### config.mk
export PLATFORM = sky130hd
export DESIGN_NAME = rcap_bank
export DESIGN_NICKNAME = d
export VERILOG_FILES = /design/src/inc/rcap_pkg.sv /design/src/rtl/rcap_mem.sv /design/src/rtl/rcap_lock_merge.sv /design/src/rtl/rcap_bank.sv
export SDC_FILE = /design/constraint.sdc
export NUM_CORES = 1
export LEC_CHECK = 0
export BUFFER_PORTS_ARGS = -buffer_cell sky130_fd_sc_hd__buf_2
export CAP_MARGIN = 20
export CORE_MARGIN = 5
export CORE_UTILIZATION = 54
export CTS_BUF_LIST = sky130_fd_sc_hd__clkbuf_8
export CTS_CLUSTER_SIZE = 30
export DETAILED_ROUTE_END_ITERATION = 10
export GPL_ROUTABILITY_DRIVEN = 0
export GPL_TIMING_DRIVEN = 0
export HOLD_SLACK_MARGIN = 0.12
export PLACE_DENSITY = 0.83
export SLEW_MARGIN = 25
export SYNTH_ARGS = -nofsm -noshare
export SYNTH_HDL_FRONTEND = slang
export SYNTH_SLANG_ARGS = --single-unit
### constraint.sdc
create_clock -name SYS_CLK -period 1.9 [get_ports SYS_CLK]
set_input_delay 0.38 -clock SYS_CLK [delete_from_list [all_inputs] [get_ports SYS_CLK]]
set_output_delay 0.38 -clock SYS_CLK [all_outputs]
set_load 0.1 [all_outputs]
### src/inc/rcap_pkg.sv
// Purpose: Constants and types for the remote capability register bank
// Assumes: Byte-wide register access at documented offsets
// Notes:   One copy of each register per port
`default_nettype none
package rcap_pkg;
  localparam logic [7:0] RCAP_LOW_OFFSET  = 8'h20;
  localparam logic [7:0] RCAP_HIGH_OFFSET = 8'h21;
  localparam logic [7:0] RCAP_LOW_RESET   = 8'h00;
  localparam logic [7:0] RCAP_HIGH_RESET  = 8'h00;
  localparam int         RCAP_LOCK_BIT    = 7;
  localparam int         RCAP_MODE0_BIT   = 6;
  localparam int         RCAP_FREQ_BIT    = 5;
  localparam int         RCAP_EQ_BIT      = 4;
  localparam int         RCAP_TWO_BIT     = 3;
  localparam int         RCAP_ROLE_BIT    = 2;
  // Bits that the back channel may reload in the low register
  localparam logic [7:0] RCAP_LOW_AUTO    = 8'h7F;
  localparam logic [7:0] RCAP_HIGH_MASK   = 8'h03;
  localparam int         RCAP_PORTS       = 2;
  // Mode codes of the fast control channel
  typedef enum logic [2:0] {
    RCAP_MODE_NORMAL   = 3'h0,
    RCAP_MODE_GPIO1    = 3'h1,
    RCAP_MODE_GPIO2    = 3'h2,
    RCAP_MODE_GPIO4    = 3'h3,
    RCAP_MODE_RSVD4    = 3'h4,
    RCAP_MODE_RSVD5    = 3'h5,
    RCAP_MODE_FWD_SPI  = 3'h6,
    RCAP_MODE_REV_SPI  = 3'h7
  } rcap_mode_t;
endpackage : rcap_pkg
`default_nettype wire

### src/rtl/rcap_mem.sv
// Purpose: Two-port-copy byte store for one capability register
// Assumes: One write source per cycle, chosen upstream
// Notes:   Read data is registered
`default_nettype none
module rcap_mem
  import rcap_pkg::*;
#(
  parameter int         WIDTH = 8,
  parameter logic [7:0] RESET = 8'h00
) (
  input  wire logic             clk,
  input  wire logic             rst_n,
  input  wire logic             we,
  input  wire logic             wport,
  input  wire logic [WIDTH-1:0] wdata,
  input  wire logic             rport,
  output logic      [WIDTH-1:0] rdata,
  output logic      [WIDTH-1:0] cell0,
  output logic      [WIDTH-1:0] cell1
);
  // Refused at elaboration: reset value and store are one byte wide
  if (WIDTH != 8) begin : g_bad_width
    $error("rcap_mem supports WIDTH 8 only");
  end
  // Storage per port
  always_ff @(posedge clk or negedge rst_n) begin
    if (!rst_n) begin
      cell0 <= RESET;
      cell1 <= RESET;
    end else if (we) begin
      if (wport) cell1 <= wdata;
      else       cell0 <= wdata;
    end
  end
  // Registered read of selected copy
  always_ff @(posedge clk or negedge rst_n) begin
    if (!rst_n) rdata <= RESET;
    else        rdata <= rport ? cell1 : cell0;
  end
endmodule : rcap_mem
`default_nettype wire

### src/rtl/rcap_lock_merge.sv
// Purpose: Builds the next value of one port's capability pair
// Assumes: Software write and automatic load may land together
// Notes:   Software write wins for the bytes it touches
`default_nettype none
module rcap_lock_merge
  import rcap_pkg::*;
(
  input  wire logic       clk,
  input  wire logic       rst_n,
  input  wire logic [7:0] low_cur,
  input  wire logic [7:0] high_cur,
  input  wire logic       auto_ld,
  input  wire logic [7:0] auto_low,
  input  wire logic [1:0] auto_high,
  input  wire logic       sw_low_we,
  input  wire logic       sw_high_we,
  input  wire logic [7:0] sw_data,
  output logic            low_we,
  output logic            high_we,
  output logic      [7:0] low_next,
  output logic      [7:0] high_next
);
  logic do_auto;
  // Combinational only; clocked ports kept for a uniform hookup
  always_comb begin
    do_auto   = auto_ld && !low_cur[RCAP_LOCK_BIT]; // RQ1
    low_next  = low_cur;
    high_next = high_cur;
    if (do_auto) begin
      // Both bytes move in one cycle
      low_next  = (low_cur & ~RCAP_LOW_AUTO)
                | (auto_low & RCAP_LOW_AUTO); // RQ4 RQ14
      high_next = {6'h00, auto_high}; // RQ3
    end
    if (sw_low_we)  low_next  = sw_data; // RQ2
    if (sw_high_we) high_next = sw_data & RCAP_HIGH_MASK; // RQ2
    low_we  = do_auto || sw_low_we;
    high_we = do_auto || sw_high_we;
  end
  wire unused_clk = clk ^ rst_n;
endmodule : rcap_lock_merge
`default_nettype wire

### src/rtl/rcap_bank.sv
// What this block does
// [RQ1] Lock bit stops automatic capability reloads
// [RQ2] Locked values equal last software writes
// [RQ3] Bit 6 is mode LSB; upper bits high
// [RQ4] After lock, unlocked fields load from back channel
// [RQ5] Software writing values must also set lock
// [RQ6] Bit 5 drives frequency training pattern
// [RQ7] Bit 4 drives equalizer training pattern
// [RQ8] Bit 3 shows two-lane capability
// [RQ9] Bit 2 role: 0 primary, 1 secondary
// [RQ10] Separate copy per port, selectable
// [RQ11] Lock, mode and eq bits reset zero
// [RQ12] Port select ignored with second address enabled
// [RQ13] Three-bit mode encodes channel modes
// [RQ14] Automatic load updates both registers together
//
// Purpose: Per-port shadow of the remote deserializer capabilities
// Assumes: Byte register port, one access per cycle, RX lock is a level
// Notes:   Read data and REG_RVALID appear two cycles after REG_RD
`default_nettype none
module rcap_bank
  import rcap_pkg::*;
(
  input  wire logic       SYS_CLK,
  input  wire logic       RESETN,
  input  wire logic [7:0] REG_ADDR,
  input  wire logic       REG_WR,
  input  wire logic       REG_RD,
  input  wire logic       REG_SECOND_ADDR,
  input  wire logic [7:0] REG_WDATA,
  input  wire logic       SECOND_PORT_SELECT,
  input  wire logic       SECOND_ADDRESS_ENABLE,
  input  wire logic [1:0] RX_LOCK,
  input  wire logic [1:0] CAP_VALID,
  input  wire logic [7:0] CAP_LOW_P0,
  input  wire logic [1:0] CAP_HIGH_P0,
  input  wire logic [7:0] CAP_LOW_P1,
  input  wire logic [1:0] CAP_HIGH_P1,
  output logic      [7:0] REG_RDATA,
  output logic            REG_RVALID,
  output logic      [1:0] FREQ_TRAINING_REQUEST,
  output logic      [1:0] EQUALIZER_TRAINING_REQUEST,
  output logic      [1:0] TWO_LANE_CAPABLE,
  output logic      [1:0] CHANNEL_ROLE,
  output logic      [1:0] CAPABILITY_LOCK,
  output logic      [2:0] FAST_CTRL_CHANNEL_MODE_P0,
  output logic      [2:0] FAST_CTRL_CHANNEL_MODE_P1
);
  logic       port_sel;
  logic       hit_low;
  logic       hit_high;
  logic [1:0] lock_reg;
  logic [1:0] load_pend;
  logic [7:0] low_c0, low_c1, high_c0, high_c1;
  logic [7:0] low_rd, high_rd;
  logic [1:0] low_we_p, high_we_p;
  logic [7:0] low_nx [RCAP_PORTS];
  logic [7:0] high_nx [RCAP_PORTS];
  logic       rd_high_reg;
  logic       low_we, high_we, wport;
  logic [7:0] low_wd, high_wd;

  // Port select: second address wins, else select bit when enable clear
  always_comb begin
    if (SECOND_ADDRESS_ENABLE)
      port_sel = REG_SECOND_ADDR; // RQ12
    else
      port_sel = SECOND_PORT_SELECT; // RQ10 RQ12
  end

  // Address decode
  always_comb begin
    hit_low  = 1'b0;
    hit_high = 1'b0;
    if (REG_ADDR == RCAP_LOW_OFFSET)       hit_low  = 1'b1;
    else if (REG_ADDR == RCAP_HIGH_OFFSET) hit_high = 1'b1;
  end

  // Software write aimed at port 1; a port 0 auto load then yields the store
  logic sw_p1;
  assign sw_p1 = REG_WR && (hit_low || hit_high) && port_sel;

  // Load once per lock rise; a pending load waits for valid capabilities
  always_ff @(posedge SYS_CLK or negedge RESETN) begin
    if (!RESETN) begin
      lock_reg  <= 2'b00;
      load_pend <= 2'b00;
    end else begin
      lock_reg <= RX_LOCK;
      for (int p = 0; p < RCAP_PORTS; p++) begin
        if (!RX_LOCK[p])
          load_pend[p] <= 1'b0;
        else if (RX_LOCK[p] && !lock_reg[p])
          load_pend[p] <= 1'b1; // RQ4
        // Stay armed while the shared store is taken by the other port
        else if (CAP_VALID[p] && (p == 0 ? !sw_p1 : wport))
          load_pend[p] <= 1'b0;
      end
    end
  end

  // Merge per port
  for (genvar p = 0; p < RCAP_PORTS; p++) begin : g_port
    rcap_lock_merge u_merge (
      .clk        (SYS_CLK),
      .rst_n      (RESETN),
      .low_cur    (p == 0 ? low_c0 : low_c1),
      .high_cur   (p == 0 ? high_c0 : high_c1),
      .auto_ld    (load_pend[p] && CAP_VALID[p] && RX_LOCK[p]
                   && (p != 0 || !sw_p1)),
      .auto_low   (p == 0 ? CAP_LOW_P0 : CAP_LOW_P1),
      .auto_high  (p == 0 ? CAP_HIGH_P0 : CAP_HIGH_P1),
      .sw_low_we  (REG_WR && hit_low && (port_sel == 1'(p))),
      .sw_high_we (REG_WR && hit_high && (port_sel == 1'(p))),
      .sw_data    (REG_WDATA),
      .low_we     (low_we_p[p]),
      .high_we    (high_we_p[p]),
      .low_next   (low_nx[p]),
      .high_next  (high_nx[p])
    );
  end

  // Only one port written per cycle at the store; port 0 first
  always_comb begin
    wport   = !low_we_p[0] && !high_we_p[0];
    low_we  = wport ? low_we_p[1] : low_we_p[0];
    high_we = wport ? high_we_p[1] : high_we_p[0];
    low_wd  = wport ? low_nx[1] : low_nx[0];
    high_wd = wport ? high_nx[1] : high_nx[0];
  end

  rcap_mem #(.WIDTH(8), .RESET(RCAP_LOW_RESET)) u_low ( // RQ11
    .clk   (SYS_CLK),
    .rst_n (RESETN),
    .we    (low_we),
    .wport (wport),
    .wdata (low_wd),
    .rport (port_sel),
    .rdata (low_rd),
    .cell0 (low_c0),
    .cell1 (low_c1)
  );

  rcap_mem #(.WIDTH(8), .RESET(RCAP_HIGH_RESET)) u_high (
    .clk   (SYS_CLK),
    .rst_n (RESETN),
    .we    (high_we),
    .wport (wport),
    .wdata (high_wd),
    .rport (port_sel),
    .rdata (high_rd),
    .cell0 (high_c0),
    .cell1 (high_c1)
  );

  // Read strobe tracking; the store answers one cycle after the strobe
  logic rd_hit_reg;
  logic rd_pend_reg;
  always_ff @(posedge SYS_CLK or negedge RESETN) begin
    if (!RESETN) begin
      rd_pend_reg <= 1'b0;
      rd_high_reg <= 1'b0;
      rd_hit_reg  <= 1'b0;
    end else begin
      rd_pend_reg <= REG_RD;
      rd_high_reg <= hit_high;
      rd_hit_reg  <= hit_low || hit_high;
    end
  end

  // Answer registered again so the pins come from flops; costs a cycle.
  // Unmapped addresses read zero; data stands until the next read.
  always_ff @(posedge SYS_CLK or negedge RESETN) begin
    if (!RESETN) begin
      REG_RVALID <= 1'b0;
      REG_RDATA  <= 8'h00;
    end else begin
      REG_RVALID <= rd_pend_reg;
      if (rd_pend_reg) begin
        if (!rd_hit_reg)      REG_RDATA <= 8'h00;
        else if (rd_high_reg) REG_RDATA <= high_rd & RCAP_HIGH_MASK;
        else                  REG_RDATA <= low_rd;
      end
    end
  end

  // Field outputs registered from the store
  always_ff @(posedge SYS_CLK or negedge RESETN) begin
    if (!RESETN) begin
      FREQ_TRAINING_REQUEST      <= 2'b00;
      EQUALIZER_TRAINING_REQUEST <= 2'b00;
      TWO_LANE_CAPABLE           <= 2'b00;
      CHANNEL_ROLE               <= 2'b00;
      CAPABILITY_LOCK            <= 2'b00;
      FAST_CTRL_CHANNEL_MODE_P0  <= RCAP_MODE_NORMAL;
      FAST_CTRL_CHANNEL_MODE_P1  <= RCAP_MODE_NORMAL;
    end else begin
      FREQ_TRAINING_REQUEST <= {low_c1[RCAP_FREQ_BIT],
                                low_c0[RCAP_FREQ_BIT]}; // RQ6
      EQUALIZER_TRAINING_REQUEST <= {low_c1[RCAP_EQ_BIT],
                                     low_c0[RCAP_EQ_BIT]}; // RQ7
      TWO_LANE_CAPABLE <= {low_c1[RCAP_TWO_BIT],
                           low_c0[RCAP_TWO_BIT]}; // RQ8
      CHANNEL_ROLE <= {low_c1[RCAP_ROLE_BIT],
                       low_c0[RCAP_ROLE_BIT]}; // RQ9
      CAPABILITY_LOCK <= {low_c1[RCAP_LOCK_BIT], low_c0[RCAP_LOCK_BIT]};
      FAST_CTRL_CHANNEL_MODE_P0 <= {high_c0[1:0],
                                    low_c0[RCAP_MODE0_BIT]}; // RQ3 RQ13
      FAST_CTRL_CHANNEL_MODE_P1 <= {high_c1[1:0],
                                    low_c1[RCAP_MODE0_BIT]}; // RQ3 RQ13
    end
  end

  // Checks
  // A locked copy only moves under a software write to that copy
  chk_lock_holds: assert property ( // RQ1
    @(posedge SYS_CLK) disable iff (!RESETN)
    low_c0[RCAP_LOCK_BIT] && !(REG_WR && !port_sel)
    |=> $stable(low_c0) && $stable(high_c0))
    else $error("locked port 0 copy changed");
  chk_lock_holds_p1: assert property ( // RQ1
    @(posedge SYS_CLK) disable iff (!RESETN)
    low_c1[RCAP_LOCK_BIT] && !(REG_WR && port_sel)
    |=> $stable(low_c1) && $stable(high_c1))
    else $error("locked port 1 copy changed");
  // The lock bit itself is never taken from the back channel
  chk_lock_kept: assert property ( // RQ1 RQ4
    @(posedge SYS_CLK) disable iff (!RESETN)
    !REG_WR |=> $stable(low_c0[RCAP_LOCK_BIT])
    && $stable(low_c1[RCAP_LOCK_BIT]))
    else $error("lock bit changed without a write");
  // Every software write lands, even against an auto load
  chk_sw_write: assert property ( // RQ2
    @(posedge SYS_CLK) disable iff (!RESETN)
    REG_WR && hit_low && !port_sel |=> low_c0 == $past(REG_WDATA))
    else $error("software write lost");
  chk_sw_write_p1: assert property ( // RQ2
    @(posedge SYS_CLK) disable iff (!RESETN)
    REG_WR && hit_low && port_sel |=> low_c1 == $past(REG_WDATA))
    else $error("port 1 software write lost");
  chk_high_write: assert property ( // RQ2 RQ3
    @(posedge SYS_CLK) disable iff (!RESETN)
    REG_WR && hit_high && !port_sel
    |=> high_c0 == ($past(REG_WDATA) & RCAP_HIGH_MASK))
    else $error("mode bits write lost");
  // Auto load moves both bytes of a port in one cycle
  chk_auto_load: assert property ( // RQ4 RQ14
    @(posedge SYS_CLK) disable iff (!RESETN)
    load_pend[0] && CAP_VALID[0] && RX_LOCK[0] && !low_c0[RCAP_LOCK_BIT]
    && !REG_WR |=> low_c0[6:0] == $past(CAP_LOW_P0[6:0])
    && high_c0[1:0] == $past(CAP_HIGH_P0))
    else $error("auto load incomplete");
  chk_auto_load_p1: assert property ( // RQ4 RQ14
    @(posedge SYS_CLK) disable iff (!RESETN)
    load_pend[1] && CAP_VALID[1] && RX_LOCK[1] && !low_c1[RCAP_LOCK_BIT]
    && !REG_WR && wport |=> low_c1[6:0] == $past(CAP_LOW_P1[6:0])
    && high_c1[1:0] == $past(CAP_HIGH_P1))
    else $error("port 1 auto load incomplete");
  // Field pins trail the store by one cycle
  chk_freq_out: assert property ( // RQ6
    @(posedge SYS_CLK) disable iff (!RESETN)
    1'b1 |=> FREQ_TRAINING_REQUEST
    == {$past(low_c1[RCAP_FREQ_BIT]), $past(low_c0[RCAP_FREQ_BIT])})
    else $error("freq request mismatch");
  chk_eq_out: assert property ( // RQ7
    @(posedge SYS_CLK) disable iff (!RESETN)
    1'b1 |=> EQUALIZER_TRAINING_REQUEST
    == {$past(low_c1[RCAP_EQ_BIT]), $past(low_c0[RCAP_EQ_BIT])})
    else $error("eq request mismatch");
  chk_two_lane: assert property ( // RQ8
    @(posedge SYS_CLK) disable iff (!RESETN)
    1'b1 |=> TWO_LANE_CAPABLE
    == {$past(low_c1[RCAP_TWO_BIT]), $past(low_c0[RCAP_TWO_BIT])})
    else $error("two lane mismatch");
  chk_role_out: assert property ( // RQ9
    @(posedge SYS_CLK) disable iff (!RESETN)
    1'b1 |=> CHANNEL_ROLE
    == {$past(low_c1[RCAP_ROLE_BIT]), $past(low_c0[RCAP_ROLE_BIT])})
    else $error("role mismatch");
  chk_lock_out: assert property ( // RQ1
    @(posedge SYS_CLK) disable iff (!RESETN)
    1'b1 |=> CAPABILITY_LOCK
    == {$past(low_c1[RCAP_LOCK_BIT]), $past(low_c0[RCAP_LOCK_BIT])})
    else $error("lock output mismatch");
  chk_mode_out: assert property ( // RQ3 RQ13
    @(posedge SYS_CLK) disable iff (!RESETN)
    1'b1 |=> FAST_CTRL_CHANNEL_MODE_P1 ==
    {$past(high_c1[1:0]), $past(low_c1[RCAP_MODE0_BIT])})
    else $error("mode mismatch");
  chk_mode_out_p0: assert property ( // RQ3 RQ13
    @(posedge SYS_CLK) disable iff (!RESETN)
    1'b1 |=> FAST_CTRL_CHANNEL_MODE_P0 ==
    {$past(high_c0[1:0]), $past(low_c0[RCAP_MODE0_BIT])})
    else $error("port 0 mode mismatch");
  chk_port_route: assert property ( // RQ10 RQ12
    @(posedge SYS_CLK) disable iff (!RESETN)
    REG_WR && hit_low && port_sel |=> $stable(low_c0))
    else $error("wrong port written");
  // Read answer stands two cycles after the strobe
  chk_read_valid: assert property ( // RQ10
    @(posedge SYS_CLK) disable iff (!RESETN)
    REG_RD |-> ##2 REG_RVALID)
    else $error("read valid missing");
  chk_read_low: assert property ( // RQ10
    @(posedge SYS_CLK) disable iff (!RESETN)
    REG_RD && hit_low && !port_sel |-> ##2 REG_RDATA == $past(low_c0, 2))
    else $error("port 0 low read mismatch");
  chk_read_high_p1: assert property ( // RQ3 RQ10
    @(posedge SYS_CLK) disable iff (!RESETN)
    REG_RD && hit_high && port_sel
    |-> ##2 REG_RDATA == ($past(high_c1, 2) & RCAP_HIGH_MASK))
    else $error("port 1 high read mismatch");
  chk_read_unmapped: assert property (
    @(posedge SYS_CLK) disable iff (!RESETN)
    REG_RD && !hit_low && !hit_high |-> ##2 REG_RDATA == 8'h00)
    else $error("unmapped read not zero");
  cov_auto: cover property (@(posedge SYS_CLK) disable iff (!RESETN)
    load_pend[1] && CAP_VALID[1] && RX_LOCK[1]);
  cov_locked_ld: cover property (@(posedge SYS_CLK) disable iff (!RESETN)
    load_pend[0] && CAP_VALID[0] && low_c0[RCAP_LOCK_BIT]);
  cov_rd_port1: cover property (@(posedge SYS_CLK) disable iff (!RESETN)
    REG_RD && port_sel && hit_high);
  cov_port_clash: cover property (@(posedge SYS_CLK) disable iff (!RESETN)
    load_pend[0] && CAP_VALID[0] && RX_LOCK[0] && sw_p1);
  cov_rev_spi: cover property (@(posedge SYS_CLK) disable iff (!RESETN)
    FAST_CTRL_CHANNEL_MODE_P1 == RCAP_MODE_REV_SPI);
endmodule : rcap_bank
`default_nettype wire

==> results.sh <==
export IMPL_sw_frac_of_total_pct=36.0
export IMPL_critPathCaptureType="flip-flop"
export IMPL_grt_overflow=0
export IMPL_dr_pass1_iters=4
export IMPL_fin_tns_setup_ns=0
export IMPL_rrSetupSlack_ns=0.22
export IMPL_powerDensity_mw_per_mm2=1120
export IMPL_synth_fp_nets=281
export IMPL_synth_avg_cell_area_um2=11.6
export IMPL_cp_arrival_ns=2.01
export IMPL_rsz0062_at_grt="no"
export IMPL_rows=25
export IMPL_drv_slew=0
export IMPL_total_power_mw=3.72
export IMPL_cts_tree="built"
export IMPL_vdd_ir_drop_worst_uv=572
export IMPL_maxSlewHeadroom_pct=50.8
export IMPL_detail_route_iter0_violations=121
export IMPL_syn2layout_area_growth_pct=23.2
export IMPL_first_global_vias=2146
export IMPL_p_seq_share_pct=44.2
export IMPL_place_area_mm2=0.00314
export IMPL_static_leakage_power_nw=1.62
export IMPL_synthArstFlopShare_pct=100
export IMPL_critical_path_class="in2reg"
export IMPL_wl_um=6200
export IMPL_critPathRequiredTime_ns=2.12
export IMPL_comb_power_share_pct=26.1
export IMPL_p_clk_share_pct=29.7
export IMPL_dr_total_vias=2090
export IMPL_synth_flop_cell="dfrtp_1"
export IMPL_cts_setup_buffers=0
export IMPL_die_area_mm2=0.00653
export IMPL_synth_common_cells="dfrtp_1, nand2_1"
export IMPL_ys_seq_area_share_pct=57.3
export IMPL_antenna_found_initial=0
export IMPL_hold_viol=0
export IMPL_final_area_mm2=0.00334
export IMPL_ant_nets=0
export IMPL_final_setup_viol_count=0
export IMPL_p_int_mw=2.38
export IMPL_status="finished, final reports clean"
export IMPL_clock_fmax_mhz=558
export IMPL_grt_usage_pct=20.8
export IMPL_synth_top_cell_by_area="dfrtp_1"
export IMPL_min_path_type="in2async"
export IMPL_clk_pin_slew_ns=0.06
export IMPL_wl_per_cell_um=16.1
export IMPL_synth_top_area_share_pct=57.3
export IMPL_viasPerCell=5.43
export IMPL_final_util_pct=69.7
export IMPL_cap_viol_max_count=0
export IMPL_hpwl_um=4580
export IMPL_min_period_over_period_pct=94.3
export IMPL_netlist_instances=234
export IMPL_yosysWarnings=0
export IMPL_synth_distinct_cells=33
export IMPL_h_tree_depth=3
export IMPL_io_buffers=69
export IMPL_nets=361
export IMPL_cts_sinks=62
export IMPL_yosys_top_cells_area="dfrtp_1, nand2_1, mux2_4"
export IMPL_root_buffer="clkbuf_8"
export IMPL_synth_edff_count=0
export IMPL_clock_latency_ns=0.33
export IMPL_power_switching_mw=1.34
export IMPL_netlist_area_mm2=0.00271
export IMPL_critPathMaxFanout=10
export IMPL_grt_pass1_wl_um=10100
export IMPL_yosys_register_bits=62
export IMPL_core_area_mm2=0.00479
export IMPL_drive_gt1_share_pct=35.2
export IMPL_skew_ns=0.00719
export IMPL_clock_path_buffers=2
export IMPL_cts_made_buffers=9
export IMPL_die_h_um=80.8
export IMPL_tightest_slew_ns=0.739
export IMPL_drc_errors=0
export IMPL_die_x_um=80.8
export IMPL_synth_most_common_cell="dfrtp_1"
export IMPL_n_antenna_cell=0
export IMPL_grt_max_degree=63
export IMPL_io_pins=72
export IMPL_start_util_pct=56.6
export IMPL_fin_crit_ns=1.79
export IMPL_startpoint_type="input port"
critical path, stage by stage:
cell      delay (ns)
buf_2           0.10
or4b_4          0.58
buf_6           0.17
o311ai_1        0.37
nand3_1         0.13
mux2_4          0.27
stage by stage:
step / cells / hold slack [ns] / setup slack (ns)
after floorplan: 234 / 0.0844 / 0.0537
after global placement: 370 / 0.404 / -0.268
after detailed placement: 370 / 0.394 / -0.294
after CTS: 385 / 0.123 / 0.0476
after global routing: 385 / 0.142 / 0.00381
final: 385 / 0.108 / 0.108
power by group through the flow:
stage          clock, mW  combinational (mW)  sequential [mW]
4_1_cts             1.12               0.974             1.64
3_3_place_gp           0               0.959             1.66
3_5_place_dp           0               0.973             1.66
2_1_floorplan          0               0.235             2.16
5_1_grt             1.18                1.02             1.67
6_report            1.11               0.972             1.64
layout by cell type, fill, tap and decap left out, types with 2 or more instances in the layout:
cell type / n
mux2_4: 8
buf_2: 71
or4b_4: 2
nand2_1: 50
nand3_1: 10
nand4_1: 10
clkinv_2: 2
buf_4: 2
clkbuf_8: 10
clkbuf_1: 4
mux2i_1: 10
inv_1: 11
o2bb2ai_1: 7
o22ai_1: 8
o22a_1: 2
nand2b_1: 4
mux2_2: 6
o311ai_1: 9
dfrtp_1: 62
and2_1: 8
buf_6: 3
and4b_1: 2
logic make-up after synthesis:
| group | synth area share (%) |
|---|---|
| AOI/OAI and AO/OA | 10.2 |
| DFF | 57.3 |
| and+or+nand+nor | 17.6 |
| muxes | 10.6 |
| buffers and inverters | 4.30 |
path summary, 6_finish.rpt:
kind,start,to,cells after the start
min in group SYS_CLK,REG_RD,rd_pend_reg,1
max in group asynchronous,RESETN,CHANNEL_ROLE[1],1
hold reg to reg,u_low.cell1[2],CHANNEL_ROLE[1],0
hold / removal,RESETN,CAPABILITY_LOCK[1],1
setup / recovery,REG_ADDR[4],u_low.cell0[1],6
setup reg to reg,u_low.cell0[7],u_high.cell1[0],4
final cells by class:
type,instances,area (um2)
Fill cell,377,1450
Multi-Input combinational cell,149,1050
Inverter,10,37.5
Sequential cell,62,1550
Clock buffer,10,138
Clock inverter,5,51.3
Buffer,13,80.1
Tap cell,67,83.8
Timing Repair Buffer,69,348
what timing repair did:
action | CTS | global route
gates resized for setup | 0 | 3
endpoints found under the setup margin | 0 | 2
hold buffers | 0 | 0
metal layers:
metal	global-route usage [%]	part of all wire [%]	wire, um	up-vias
li1	-	-	-	998
met1	26.5	42	2630	1001
met2	33.2	49	3030	77
met3	3.88	6.6	408	14
met4	12.2	2.1	131	0
met5	0	0	0	-
Power figures use the tool's default switching activity.
